## src/cc_pkg.sv

```systemverilog
package cc_pkg;

    // ----------------------------------------------------------------
    // Timing
    // ----------------------------------------------------------------
    localparam int CLK_PERIOD_NS = 50;
    localparam int DRP_PERIOD_NS = 75_000_000;
    localparam int DRP_HALF_CYCLES = DRP_PERIOD_NS / 2 / CLK_PERIOD_NS;
    localparam int CC_DEBOUNCE_NS = 100_000;
    localparam int CC_DEBOUNCE_CYCLES =
        (CC_DEBOUNCE_NS + CLK_PERIOD_NS - 1) / CLK_PERIOD_NS;

    // ----------------------------------------------------------------
    // Register offsets and reset values
    // ----------------------------------------------------------------
    localparam logic [7:0] CTRL_OFF = 8'h00;
    localparam logic [7:0] CMD_OFF = 8'h04;
    localparam logic [7:0] STATUS_OFF = 8'h08;
    localparam logic [7:0] IRQ_OFF = 8'h0c;
    localparam logic [7:0] IRQ_EN_OFF = 8'h10;
    localparam logic [7:0] GPIO_OFF = 8'h14;
    localparam logic [11:0] CTRL_RESET = 12'h200;
    localparam logic [3:0] IRQ_EN_RESET = 4'hf;

    // ----------------------------------------------------------------
    // Field positions
    // ----------------------------------------------------------------
    localparam int CTRL_MODE_LSB = 0;
    localparam int CTRL_TRY_SNK = 2;
    localparam int CTRL_AUDIO_EN = 3;
    localparam int CTRL_DEBUG_EN = 4;
    localparam int CTRL_ADV_LSB = 5;
    localparam int CTRL_AUTO_1P5 = 7;
    localparam int CTRL_ADV3_ALLOW = 8;
    localparam int CTRL_MOIST_EN = 9;
    localparam int CTRL_ILIM_EN = 10;
    localparam int CTRL_SUPERSPEED = 11;
    localparam int CMD_PR_SWAP = 0;
    localparam int CMD_VCONN_SWAP = 1;
    localparam int IRQ_ATTACH = 0;
    localparam int IRQ_DETACH = 1;
    localparam int IRQ_ADV_CHANGE = 2;
    localparam int IRQ_ERROR = 3;
    localparam int GPIO_OUT_LSB = 0;
    localparam int GPIO_OE_LSB = 3;
    localparam int GPIO_IN_LSB = 6;
    localparam int GPIO_STRAP_OUT = 9;
    localparam int GPIO_STRAP_OE = 10;

    // ----------------------------------------------------------------
    // Sink power objects, lowest power first
    // ----------------------------------------------------------------
    localparam int SINK_PDO_MV [3] = '{5000, 9000, 15000};
    localparam int SINK_PDO_MA = 3000;

    // ----------------------------------------------------------------
    // Encodings
    // ----------------------------------------------------------------
    typedef enum logic [1:0] {
        MODE_DRP = 2'b00,
        MODE_SRC = 2'b01,
        MODE_SNK = 2'b10
    } mode_t;

    // Sense code seen while presenting pull-ups.
    localparam logic [1:0] SRC_OPEN = 2'h0;
    localparam logic [1:0] SRC_RA = 2'h1;
    localparam logic [1:0] SRC_RD = 2'h2;

    // Sense code seen while presenting pull-downs, also the current level.
    typedef enum logic [1:0] {
        ADV_NONE = 2'b00,
        ADV_DEFAULT = 2'b01,
        ADV_1P5 = 2'b10,
        ADV_3P0 = 2'b11
    } adv_t;

    typedef enum logic [1:0] {
        CONN_NONE = 2'b00,
        CONN_SOURCE = 2'b01,
        CONN_SINK = 2'b10,
        CONN_ACCESSORY = 2'b11
    } conn_t;

    typedef enum logic [2:0] {
        ST_UNATT_SRC = 3'b000,
        ST_UNATT_SNK = 3'b001,
        ST_ATT_SRC = 3'b010,
        ST_ATT_SNK = 3'b011,
        ST_TRY_SNK = 3'b100,
        ST_ACC = 3'b101
    } cc_state_t;

endpackage

```

## src/cc_filter.sv

```systemverilog
`timescale 1ns/1ps

module cc_filter #(
    parameter int CYCLES = 2000
) (
    input wire logic clk,
    input wire logic reset_n,
    input wire logic restart,
    input wire logic [1:0] raw,
    output logic [1:0] stable
);

    typedef struct packed {
        logic [15:0] cnt;
        logic [1:0] cand;
        logic [1:0] stable;
    } filt_t;

    filt_t s;
    filt_t next_s;

    // A level is taken only after it stays unchanged for CYCLES clocks.
    always_comb begin
        next_s = s;
        if (restart || raw != s.cand) begin
            next_s.cand = raw;
            next_s.cnt = 16'h0000;
        end else if (s.cnt == 16'(CYCLES - 1)) begin
            next_s.stable = s.cand;
        end else begin
            next_s.cnt = s.cnt + 16'h0001;
        end
        if (restart) begin
            next_s.stable = 2'h0;
        end
    end

    always_ff @(posedge clk or negedge reset_n) begin
        if (!reset_n) begin
            s <= '0;
        end else begin
            s <= next_s;
        end
    end

    assign stable = s.stable;

endmodule

```

## src/cc_timer.sv

```systemverilog
`timescale 1ns/1ps

module cc_timer #(
    parameter int CYCLES = 750000
) (
    input wire logic clk,
    input wire logic reset_n,
    input wire logic restart,
    output logic expire
);

    typedef struct packed {
        logic [23:0] cnt;
        logic expire;
    } tmr_t;

    tmr_t s;
    tmr_t next_s;

    // Free-running interval timer; a restart begins a full interval.
    always_comb begin
        next_s = s;
        next_s.expire = 1'b0;
        if (restart || s.cnt == 24'(CYCLES - 1)) begin
            next_s.cnt = 24'h000000;
            next_s.expire = !restart;
        end else begin
            next_s.cnt = s.cnt + 24'h000001;
        end
    end

    always_ff @(posedge clk or negedge reset_n) begin
        if (!reset_n) begin
            s <= '0;
        end else begin
            s <= next_s;
        end
    end

    assign expire = s.expire;

endmodule

```

## src/cc_manager.sv

```systemverilog
// Design decisions made here: the register offsets and the APB interface to the registers.
`timescale 1ns/1ps


module cc_manager #(
    parameter int DRP_HALF = cc_pkg::DRP_HALF_CYCLES,
    parameter int DEBOUNCE = cc_pkg::CC_DEBOUNCE_CYCLES
) (
    input wire logic CLK,
    input wire logic RESET_N,
    input wire logic PSEL,
    input wire logic PENABLE,
    input wire logic PWRITE,
    input wire logic [7:0] PADDR,
    input wire logic [31:0] PWDATA,
    output logic PREADY,
    output logic [31:0] PRDATA,
    output logic PSLVERR,
    input wire logic [1:0] CC1_SENSE,
    input wire logic [1:0] CC2_SENSE,
    output logic PRESENT_RP,
    output logic [1:0] RP_LEVEL,
    output logic VCONN_CC1,
    output logic VCONN_CC2,
    output logic LOCAL_SINK,
    input wire logic [2:0] SRC_PDO_MATCH,
    output logic [1:0] SEL_PDO,
    output logic PR_SWAP_REQ,
    output logic VCONN_SWAP_REQ,
    output logic [1:0] CHG_ILIM,
    output logic CHG_ILIM_LOAD,
    output logic HOST_IRQ_N_O,
    output logic HOST_IRQ_N_OE,
    input wire logic TARGET_ID_STRAP_PIN_I,
    output logic TARGET_ID_STRAP_PIN_O,
    output logic TARGET_ID_STRAP_PIN_OE,
    output logic TARGET_BUS_ID,
    input wire logic [2:0] GPIO_I,
    output logic [2:0] GPIO_O,
    output logic [2:0] GPIO_OE,
    output logic MOIST_ACTIVE
);

    // ----------------------------------------------------------------
    // State
    // ----------------------------------------------------------------
    typedef struct packed {
        cc_pkg::cc_state_t st;
        logic cc_sel;
        logic [1:0] partner_adv;
        logic vconn1;
        logic vconn2;
        logic error;
        cc_pkg::conn_t conn;
        logic [11:0] ctrl;
        logic [3:0] irq;
        logic [3:0] irq_en;
        logic [10:0] gpio;
        logic strap_done;
        logic target_id;
        logic present_rp;
        logic local_sink;
        logic [2:0] gpio_oe;
        logic tried;
        logic [1:0] rp_level;
        logic [1:0] sel_pdo;
        logic pr_swap;
        logic vconn_swap;
        logic [1:0] ilim;
        logic ilim_load;
        logic irq_oe;
        logic pready;
        logic [31:0] prdata;
        logic pslverr;
    } mgr_t;

    mgr_t s;
    mgr_t next_s;
    logic [1:0] d1;
    logic [1:0] d2;
    logic expire;
    logic filt_restart;
    logic tmr_restart;

    // ----------------------------------------------------------------
    // Helpers
    // ----------------------------------------------------------------
    function automatic logic [1:0] top_pdo(input logic [2:0] m);
        top_pdo = 2'h0;
        for (int i = 0; i < 3; i++) begin
            if (m[i]) begin
                top_pdo = 2'(i + 1);
            end
        end
    endfunction

    function automatic logic [1:0] own_adv(input logic [11:0] c);
        logic [1:0] req;
        req = c[cc_pkg::CTRL_ADV_LSB +: 2];
        own_adv = cc_pkg::ADV_DEFAULT;
        if (req == cc_pkg::ADV_3P0 && c[cc_pkg::CTRL_ADV3_ALLOW]) begin
            own_adv = cc_pkg::ADV_3P0;
        end else if (req != cc_pkg::ADV_DEFAULT &&
            req != cc_pkg::ADV_NONE) begin
            own_adv = cc_pkg::ADV_1P5;
        end else if (c[cc_pkg::CTRL_AUTO_1P5]) begin
            own_adv = cc_pkg::ADV_1P5;
        end
    endfunction

    function automatic logic is_attached(input cc_pkg::cc_state_t x);
        is_attached = x == cc_pkg::ST_ATT_SRC || x == cc_pkg::ST_ATT_SNK ||
            x == cc_pkg::ST_ACC;
    endfunction

    // ----------------------------------------------------------------
    // CC filtering and toggle timing
    // ----------------------------------------------------------------
    cc_filter #(.CYCLES(DEBOUNCE)) u_filt1 (
        .clk(CLK),
        .reset_n(RESET_N),
        .restart(filt_restart),
        .raw(CC1_SENSE),
        .stable(d1)
    );

    cc_filter #(.CYCLES(DEBOUNCE)) u_filt2 (
        .clk(CLK),
        .reset_n(RESET_N),
        .restart(filt_restart),
        .raw(CC2_SENSE),
        .stable(d2)
    );

    // The same interval serves both the toggle half period and the
    // sink-preference trial window.
    cc_timer #(.CYCLES(DRP_HALF)) u_tmr (
        .clk(CLK),
        .reset_n(RESET_N),
        .restart(tmr_restart),
        .expire(expire)
    );

    assign filt_restart = next_s.present_rp != s.present_rp;
    assign tmr_restart = next_s.st != s.st;

    // ----------------------------------------------------------------
    // Next state
    // ----------------------------------------------------------------
    always_comb begin
        logic [1:0] act;
        logic [1:0] oth;
        logic [1:0] mode;
        logic drp;
        logic rd1;
        logic rd2;
        logic ra1;
        logic ra2;
        logic [3:0] ev;
        logic [3:0] clr;
        logic rd_go;
        logic wr_go;
        act = s.cc_sel ? d2 : d1;
        oth = s.cc_sel ? d1 : d2;
        mode = s.ctrl[cc_pkg::CTRL_MODE_LSB +: 2];
        drp = mode == cc_pkg::MODE_DRP;
        rd1 = d1 == cc_pkg::SRC_RD;
        rd2 = d2 == cc_pkg::SRC_RD;
        ra1 = d1 == cc_pkg::SRC_RA;
        ra2 = d2 == cc_pkg::SRC_RA;
        ev = 4'h0;
        clr = 4'h0;
        rd_go = PSEL && PENABLE && s.pready && !PWRITE;
        wr_go = PSEL && PENABLE && s.pready && PWRITE;
        next_s = s;
        next_s.pr_swap = 1'b0;
        next_s.vconn_swap = 1'b0;
        next_s.ilim_load = 1'b0;

        // Connection state machine.
        case (s.st)
            cc_pkg::ST_UNATT_SRC: begin
                if (rd1 && rd2) begin
                    if (s.ctrl[cc_pkg::CTRL_DEBUG_EN]) begin
                        next_s.st = cc_pkg::ST_ACC;
                    end else begin
                        next_s.error = 1'b1;
                    end
                end else if (ra1 && ra2) begin
                    if (s.ctrl[cc_pkg::CTRL_AUDIO_EN]) begin
                        next_s.st = cc_pkg::ST_ACC;
                    end else begin
                        next_s.error = 1'b1;
                    end
                end else if (rd1 || rd2) begin
                    next_s.cc_sel = rd2;
                    // After one failed sink trial the next Rd attaches as
                    // source, so a plain sink partner is not lost.
                    if (drp && s.ctrl[cc_pkg::CTRL_TRY_SNK] &&
                        !s.tried) begin
                        next_s.st = cc_pkg::ST_TRY_SNK;
                        next_s.tried = 1'b1;
                    end else begin
                        next_s.st = cc_pkg::ST_ATT_SRC;
                    end
                end else if (mode == cc_pkg::MODE_SNK ||
                    (drp && expire)) begin
                    next_s.st = cc_pkg::ST_UNATT_SNK;
                end
            end
            cc_pkg::ST_UNATT_SNK: begin
                if (d1 != cc_pkg::ADV_NONE && d2 != cc_pkg::ADV_NONE) begin
                    if (s.ctrl[cc_pkg::CTRL_DEBUG_EN]) begin
                        next_s.st = cc_pkg::ST_ACC;
                    end
                end else if (d1 != cc_pkg::ADV_NONE ||
                    d2 != cc_pkg::ADV_NONE) begin
                    next_s.cc_sel = d2 != cc_pkg::ADV_NONE;
                    next_s.st = cc_pkg::ST_ATT_SNK;
                end else if (mode == cc_pkg::MODE_SRC ||
                    (drp && expire)) begin
                    next_s.st = cc_pkg::ST_UNATT_SRC;
                end
            end
            cc_pkg::ST_TRY_SNK: begin
                if (d1 != cc_pkg::ADV_NONE || d2 != cc_pkg::ADV_NONE) begin
                    next_s.cc_sel = d2 != cc_pkg::ADV_NONE;
                    next_s.st = cc_pkg::ST_ATT_SNK;
                end else if (expire) begin
                    // A partner that also prefers sink may land either way.
                    next_s.st = cc_pkg::ST_UNATT_SRC;
                end
            end
            cc_pkg::ST_ATT_SRC: begin
                if (act != cc_pkg::SRC_RD) begin
                    next_s.st = cc_pkg::ST_UNATT_SRC;
                end
            end
            cc_pkg::ST_ATT_SNK: begin
                if (act == cc_pkg::ADV_NONE) begin
                    next_s.st = mode == cc_pkg::MODE_SNK ?
                        cc_pkg::ST_UNATT_SNK : cc_pkg::ST_UNATT_SRC;
                end else if (act != s.partner_adv) begin
                    next_s.partner_adv = act;
                    ev[cc_pkg::IRQ_ADV_CHANGE] = 1'b1;
                    next_s.ilim_load = s.ctrl[cc_pkg::CTRL_ILIM_EN];
                end
            end
            cc_pkg::ST_ACC: begin
                if (d1 == 2'h0 || d2 == 2'h0 || d1 != d2) begin
                    next_s.st = cc_pkg::ST_UNATT_SRC;
                end
            end
            default: begin
                next_s.st = cc_pkg::ST_UNATT_SRC;
            end
        endcase

        // The trial mark lasts only across one source-trial-source pass.
        if (next_s.st != cc_pkg::ST_UNATT_SRC &&
            next_s.st != cc_pkg::ST_TRY_SNK) begin
            next_s.tried = 1'b0;
        end

        // Attach and detach side effects.
        if (is_attached(next_s.st) && !is_attached(s.st)) begin
            ev[cc_pkg::IRQ_ATTACH] = 1'b1;
            next_s.error = 1'b0;
            if (next_s.st == cc_pkg::ST_ATT_SNK) begin
                next_s.partner_adv = next_s.cc_sel ? d2 : d1;
                next_s.ilim_load = s.ctrl[cc_pkg::CTRL_ILIM_EN];
                next_s.conn = cc_pkg::CONN_SOURCE;
            end else if (next_s.st == cc_pkg::ST_ATT_SRC) begin
                next_s.conn = cc_pkg::CONN_SINK;
            end else begin
                next_s.conn = cc_pkg::CONN_ACCESSORY;
            end
        end
        if (!is_attached(next_s.st) && is_attached(s.st)) begin
            ev[cc_pkg::IRQ_DETACH] = 1'b1;
            next_s.conn = cc_pkg::CONN_NONE;
            next_s.partner_adv = cc_pkg::ADV_NONE;
        end
        if (next_s.error && !s.error) begin
            ev[cc_pkg::IRQ_ERROR] = 1'b1;
        end

        // Cable power goes to the line that carries Ra.
        oth = next_s.cc_sel ? d1 : d2;
        next_s.vconn1 = next_s.st == cc_pkg::ST_ATT_SRC && next_s.cc_sel &&
            oth == cc_pkg::SRC_RA;
        next_s.vconn2 = next_s.st == cc_pkg::ST_ATT_SRC && !next_s.cc_sel &&
            oth == cc_pkg::SRC_RA;

        // Pin presentation follows the state.
        next_s.present_rp = next_s.st == cc_pkg::ST_UNATT_SRC ||
            next_s.st == cc_pkg::ST_ATT_SRC || next_s.st == cc_pkg::ST_ACC;
        next_s.local_sink = !next_s.present_rp;
        next_s.rp_level = own_adv(s.ctrl);
        next_s.sel_pdo = next_s.st == cc_pkg::ST_ATT_SNK ?
            top_pdo(SRC_PDO_MATCH) : 2'h0;
        next_s.ilim = next_s.partner_adv;

        // Strap capture on the first edge after reset release.
        if (!s.strap_done) begin
            next_s.strap_done = 1'b1;
            next_s.target_id = TARGET_ID_STRAP_PIN_I;
        end

        // Register bus.
        next_s.pready = PSEL && !PENABLE;
        // The error flag stands only in the cycle that carries ready.
        next_s.pslverr = 1'b0;
        if (PSEL && !PENABLE) begin
            next_s.prdata = 32'h00000000;
            case (PADDR)
                cc_pkg::CTRL_OFF: begin
                    next_s.prdata = {20'h00000, s.ctrl};
                end
                cc_pkg::CMD_OFF: begin
                    next_s.prdata = 32'h00000000;
                end
                cc_pkg::STATUS_OFF: begin
                    next_s.prdata = {19'h00000, s.target_id,
                        s.sel_pdo, s.error, s.rp_level, s.partner_adv,
                        s.vconn1 | s.vconn2, s.cc_sel, s.local_sink,
                        s.conn};
                end
                cc_pkg::IRQ_OFF: begin
                    next_s.prdata = {28'h0000000, s.irq};
                end
                cc_pkg::IRQ_EN_OFF: begin
                    next_s.prdata = {28'h0000000, s.irq_en};
                end
                cc_pkg::GPIO_OFF: begin
                    next_s.prdata = {21'h000000, s.gpio[10:9], GPIO_I,
                        s.gpio[5:0]};
                end
                default: begin
                    next_s.pslverr = 1'b1;
                end
            endcase
        end
        if (wr_go) begin
            case (PADDR)
                cc_pkg::CTRL_OFF: begin
                    next_s.ctrl = PWDATA[11:0];
                end
                cc_pkg::CMD_OFF: begin
                    next_s.pr_swap = PWDATA[cc_pkg::CMD_PR_SWAP];
                    next_s.vconn_swap = PWDATA[cc_pkg::CMD_VCONN_SWAP];
                end
                cc_pkg::IRQ_EN_OFF: begin
                    next_s.irq_en = PWDATA[3:0];
                end
                cc_pkg::GPIO_OFF: begin
                    next_s.gpio = {PWDATA[10:9], 3'h0, PWDATA[5:0]};
                end
                default: begin
                end
            endcase
        end
        if (rd_go && PADDR == cc_pkg::IRQ_OFF) begin
            // Only the bits that were reported are cleared.
            clr = s.prdata[3:0];
        end
        // A new event in the clearing cycle survives.
        next_s.irq = (s.irq & ~clr) | ev;
        next_s.irq_oe = |(next_s.irq & next_s.irq_en);
        // Moisture sensing owns the pins, so their drivers stay off.
        next_s.gpio_oe = next_s.ctrl[cc_pkg::CTRL_MOIST_EN] ? 3'h0 :
            next_s.gpio[cc_pkg::GPIO_OE_LSB +: 3];
    end

    always_ff @(posedge CLK or negedge RESET_N) begin
        if (!RESET_N) begin
            s <= '0;
            s.ctrl <= cc_pkg::CTRL_RESET;
            s.irq_en <= cc_pkg::IRQ_EN_RESET;
        end else begin
            s <= next_s;
        end
    end

    // ----------------------------------------------------------------
    // Outputs
    // ----------------------------------------------------------------
    assign PREADY = s.pready;
    assign PRDATA = s.prdata;
    assign PSLVERR = s.pslverr;
    assign PRESENT_RP = s.present_rp;
    assign RP_LEVEL = s.rp_level;
    assign VCONN_CC1 = s.vconn1;
    assign VCONN_CC2 = s.vconn2;
    assign LOCAL_SINK = s.local_sink;
    assign SEL_PDO = s.sel_pdo;
    assign PR_SWAP_REQ = s.pr_swap;
    assign VCONN_SWAP_REQ = s.vconn_swap;
    assign CHG_ILIM = s.ilim;
    assign CHG_ILIM_LOAD = s.ilim_load;
    assign HOST_IRQ_N_O = 1'b0;
    assign HOST_IRQ_N_OE = s.irq_oe;
    assign TARGET_BUS_ID = s.target_id;
    assign TARGET_ID_STRAP_PIN_O = s.gpio[cc_pkg::GPIO_STRAP_OUT];
    assign TARGET_ID_STRAP_PIN_OE = s.gpio[cc_pkg::GPIO_STRAP_OE];
    assign GPIO_O = s.gpio[cc_pkg::GPIO_OUT_LSB +: 3];
    assign GPIO_OE = s.gpio_oe;
    assign MOIST_ACTIVE = s.ctrl[cc_pkg::CTRL_MOIST_EN];

endmodule

```

## config.mk

```make
export PLATFORM = sky130hd
export DESIGN_NAME = cc_manager
export DESIGN_NICKNAME = d
export VERILOG_FILES = /design/src/cc_pkg.sv /design/src/cc_filter.sv /design/src/cc_timer.sv /design/src/cc_manager.sv
export SDC_FILE = /design/constraint.sdc
export NUM_CORES = 1
export LEC_CHECK = 0
export BUFFER_PORTS_ARGS = -buffer_cell sky130_fd_sc_hd__buf_2
export CORE_AREA = 2 2 86 150
export DETAILED_ROUTE_END_ITERATION = 8
export DIE_AREA = 0 0 88 152
export GPL_TIMING_DRIVEN = 0
export PLACE_DENSITY = 0.87
export SKIP_LAST_GASP = 1
export SLEW_MARGIN = 5
export SYNTH_ARGS = -nofsm -noshare
export SYNTH_HDL_FRONTEND = slang
export SYNTH_SLANG_ARGS = --single-unit
```

## constraint.sdc

```tcl
create_clock -name CLK -period 9 [get_ports CLK]
set_clock_uncertainty 0.15 [all_clocks]
set_input_delay 1.8 -clock CLK [delete_from_list [all_inputs] [get_ports CLK]]
set_output_delay 1.8 -clock CLK [all_outputs]
set_load 0.01 [all_outputs]
```

After elaboration in Yosys (flattened, before gate mapping)
Cells that the tools add are included.
Storage, ports and cells
  register bits: 135
  bits of input ports: 56
  output and inout bits: 59
  word-level logic and storage cells: 242
Cells by class
  $add $sub $neg: 3
  equality and inequality tests: 39
  multiplexer cells: 89
  bitwise operators: 5
  reduce and logical (&&, ||, !) cells: 70
Operator list (number)
  $pmux W13 S5: 1
  $mux W16: 4
  $mux W3: 17
  $mux W2: 25
  $mux W1: 33
  $add A16 B1 Y16 const B: 2
  $eq A16 B11 Y1 const B: 2
  $add A24 B1 Y24 const B: 1
  $eq A24 B20 Y1 const B: 1
  $mux W24: 1
  $logic_and A1 B1 Y1: 22
  $mux W10: 2
  $pmux W3 S6: 1
  $reduce_bool A2 Y1: 9
  $eq A8 B4 Y1 const B: 2
  $eq A8 B5 Y1 const B: 2
  $logic_or A1 B1 Y1: 15
  $mux W15: 1
  $eq A3 B2 Y1 const B: 4
  $ne A2 B1 Y1 const B: 6
  $mux W11: 1
  $eq A3 B3 Y1 const B: 3
  $logic_not A1 Y1: 9
  $and A4 B4 Y4: 2
  other kinds (22): 40

Depth between registers and ports, before layout
  depth in word-level cells: 18
  mapped depth: 12
  mapped depth without buffers: 11

Cells and area by module
Synthesis repeated with hierarchy kept, for this count alone.
Second synthesis, totals
  cell total of the unflattened synthesis: 735
  area, all modules: 7284.5 um2
By module, submodules not included
  cc_manager: times used 1, cells each 387, area an instance 3882.5 um2, seq. area each 1757.9 um2
  cc_filter: times used 2, cells each 106, area an instance 1032.2 um2, seq. area each 500.5 um2
  cc_timer: times used 1, cells each 136, area an instance 1337.5 um2, seq. area each 625.6 um2

Least setup slack after synthesis
OpenSTA, ideal clock, no wires.
  kind: in2reg
  start point: in PADDR[5]
  end point: reg s[71] (netlist bit)
  library setup time: 0.125 ns
  data arrival time: 3.545 ns
  setup slack: 5.180 ns
  stages on the path: 5
  path buffers: 1
  cell sequence: or4_1 > nand2b_1 > nor3_1 > clkbuf_1 > mux2_2
Between the ends
  cells in the longest elaborated chain, start to end: 2
RTL lines
  start, declared: RTL line cc_manager.sv:14  | input wire logic [7:0] PADDR,
  $logic_not A8 Y1: RTL line cc_manager.sv:345  | case (PADDR)
  $reduce_and A2 Y1 (no line)
  end signal, assigned: RTL line cc_manager.sv:381  | s <= next_s;
  end, declared: RTL line cc_manager.sv:77  | mgr_t s;
No other way between the ends.
A chain may end at the register's enable or synchronous reset.

Worst setup path in the final report
  start point: in PADDR[5]
  end point: reg s[74] (netlist bit)
Same word-level chain as after synthesis.

==> flow_summary.json <==
{
  "vias_per_cell": 5.94,
  "status": "complete, no violations",
  "fp.dieW_um": 88,
  "arrival_ns": 4.15,
  "drt_iter0_drc": 474,
  "synthDistinctLibCells": 74,
  "root_buffer": "clkbuf_16",
  "crit_buf_inv": 2,
  "crit_fanout": 10,
  "cts_hold_buf": 0,
  "netlist_top_cells_count": "dfrtp_1, nand2_1, buf_4",
  "finalSetupViolCount": 0,
  "critPathMaxStageDelay_ns": 0.58,
  "die-area_sq_um": 13400,
  "max_freq_mhz": 250,
  "crit_family": "simple AND/OR/NAND/NOR gates",
  "slew_headroom": 0.502,
  "port_buffers": 74,
  "dr.pass1.iters": 6,
  "max-cap-violations": 0,
  "fillers": 859,
  "grt_max_degree": 70,
  "async_reset_ff_frac": 1.00,
  "fin_crit_sh": 0.445,
  "routedWlPerCell_um": 17.7,
  "ys_ff_latch": 135,
  "power_density_nw_per_um2": 199,
  "syn_avg_cell_area_sq_um": 10.3,
  "rsz0062_at_grt": "no",
  "ir_drop_mv": 0.182,
  "p_switching_mw": 0.510,
  "fin_nets": 895,
  "htreeDepth": 4,
  "antenna_found_initial": 0,
  "combPwrFrac": 0.178,
  "cts_resized": 0,
  "ant_nets": 0,
  "p_seq_frac": 0.380,
  "hold_path_depth": 2,
  "cts_tree": "done",
  "grt_pass1_vias": 6100,
  "cts_made_buffers": 17,
  "finalCriticalPeriod_ns": 4.00,
  "rr_worst_depth": 11,
  "cts_setup_buffers": 0,
  "criticalPathCategory": "in -> reg",
  "power_frac_clock": 0.442,
  "slowest_stage": "clkbuf_1",
  "holdWs_ns": 0.339,
  "rows": 54,
  "yosysTopAreaCellShare": 0.439,
  "cp.required_ns": 9.15,
  "synthFlopType": "dfrtp_1",
  "path_clk_slew_ns": 0.06,
  "routed_wl_um": 18000,
  "setup_tns_ns": 0,
  "p_int_mw": 1.23,
  "end_kind": "flop",
  "syn_area_sq_um": 7400,
  "grt_pass1_wl_um": 29100,
  "hold_class": "reg -> reg",
  "clock_sinks": 135,
  "place_hpwl_um": 12300,
  "start_util": 0.605,
  "drive_gt1_frac": 0.293,
  "worst-path-stages": 6,
  "core_area_sq_um": 12200,
  "yosysTopAreaCell": "dfrtp_1",
  "power_leakage_nw": 4.02,
  "yosys.cell_count.top_type": "dfrtp_1",
  "maxSlewViolCount": 0,
  "grt_use_total": 0.278,
  "tightestPinTransition_ns": 0.747,
  "clkLatencyLatePin_ns": 0.42,
  "cts_buffer_depth": 2,
  "p_sw_frac": 0.292,
  "die_h_um": 152,
  "yosys_warnings": 0,
  "synth_edf_count": 0,
  "gr-total-overflow": 0,
  "ios": 115,
  "layout-area-overhead-vs-synth_pct": 18.1,
  "drc": 0,
  "vias": 6029,
  "total_power_mw": 1.74,
  "worst_setup_path_start_kind": "primary input",
  "ys_seq_area_frac": 0.457,
  "syn-instance-count": 721,
  "diodes": 0,
  "path_cells": "buf_2, or4_1, nand2b_1, nor3_1, clkbuf_1, mux2_2",
  "ys_top_cells_by_area": "dfrtp_1, buf_4, mux2_2, xor2_1, nand2_1",
  "gp_congestion": 0.955,
  "hold_violations": 0
}
[flip-flops by register name, indices dropped and copies added, names as in the netlist, 2 cells and up]
register,count
u_filt1.s,18
u_tmr.s,24
RP_LEVEL,2
u_filt1.stable,2
SEL_PDO,2
PRDATA,13
u_filt2.stable,2
u_filt2.s,18
s,31
GPIO_O,3
CHG_ILIM,2
GPIO_OE,3
[placed cells by master (no fill, tap or decap), types with 4 or more instances in the layout]
cell / n
nand2b_1: 8
buf_4: 50
nor4_2: 7
clkbuf_1: 20
inv_1: 18
dfrtp_1: 130
nor3_1: 36
buf_2: 76
nor4_1: 14
mux2_2: 25
conb_1: 21
nand4_1: 18
mux2i_1: 17
clkbuf_16: 17
and2_1: 7
nand3_1: 22
o21ai_0: 29
nor2_1: 35
a221oi_1: 4
nand2_1: 61
xnor2_1: 26
a21oi_1: 18
ha_1: 5
nor2b_1: 7
bufinv_16: 5
buf_6: 7
dfstp_2: 5
a21o_1: 5
xor2_1: 30
a31oi_1: 8
and3_1: 14
nor3_2: 22
[layout make-up]
cell class	count	area [sq um]	share of cell area
well taps	168	210	0.0241
clock buffers	18	429	0.0491
plain buffers	79	533	0.0610
flip-flops and latches	135	3380	0.387
multi-input cells	507	3480	0.398
clock inverters	14	223	0.0255
repair buffers	75	404	0.0462
inverters	19	73.8	0.00845
[worst reg2reg max path, delay by kind of cell (launching register included)]
kind	cells	cell delay, ns
AOI/OAI and AO/OA	4	1.12
and+or+nand+nor	4	0.95
adders and majority gates	1	0.35
buffers and inverters	2	0.27
DFF	1	0.46
[power by group through the flow]
stage	logic [mW]	registers (mW)	clock network [mW]
finish	0.310	0.663	0.771
global route	0.335	0.665	0.801
CTS	0.310	0.661	0.775
detailed placement	0.300	0.669	0
floorplan	0.219	0.663	0
global placement	0.293	0.667	0
[metrics by stage]
stage	worst slack, ns	util	instance area, sq um	std cells
2_1_floorplan	5.18	-	7470	740
3_3_place_gp	4.23	0.659	8050	982
3_5_place_dp	4.60	0.661	8090	983
4_1_cts	5.02	0.715	8740	1015
5_1_grt	4.97	0.715	8740	1015
6_report	5.00	0.715	8740	1015
[final timing paths]
path | startpoint | endpoint | slack (ns)
max | PADDR[5] | s[74] | 5.00
min | PRDATA[9] | PRDATA[9] | 0.34
max reg2reg | s[72] | HOST_IRQ_N_OE | 5.58
min reg2reg | PRDATA[9] | PRDATA[9] | 0.34
max in group asynchronous | RESET_N | MOIST_ACTIVE | 6.69
min in group asynchronous | RESET_N | GPIO_O[2] | 1.23
[kinds of logic (layout without fill, tap and decap cells)]
family	Yosys count	count (layout)	synth area share
compound gates	95	95	0.0860
xor+xnor	57	57	0.0695
fa+ha+maj	6	6	0.00980
buf+inv	98	205	0.0820
flops	135	135	0.457
mux	43	43	0.0629
other cells	2	21	0.00101
simple gates	285	285	0.232
[metal layers]
| metal | part of all wire | vias to the layer above | track usage |
|---|---|---|---|
| met3 | 0.049 | 89 | 0.0657 |
| met5 | 0 | - | 0 |
| met2 | 0.55 | 262 | 0.490 |
| met4 | 0.055 | 0 | 0.161 |
| met1 | 0.35 | 2943 | 0.289 |
| li1 | - | 2735 | - |
Power figures use the tool's default switching activity.
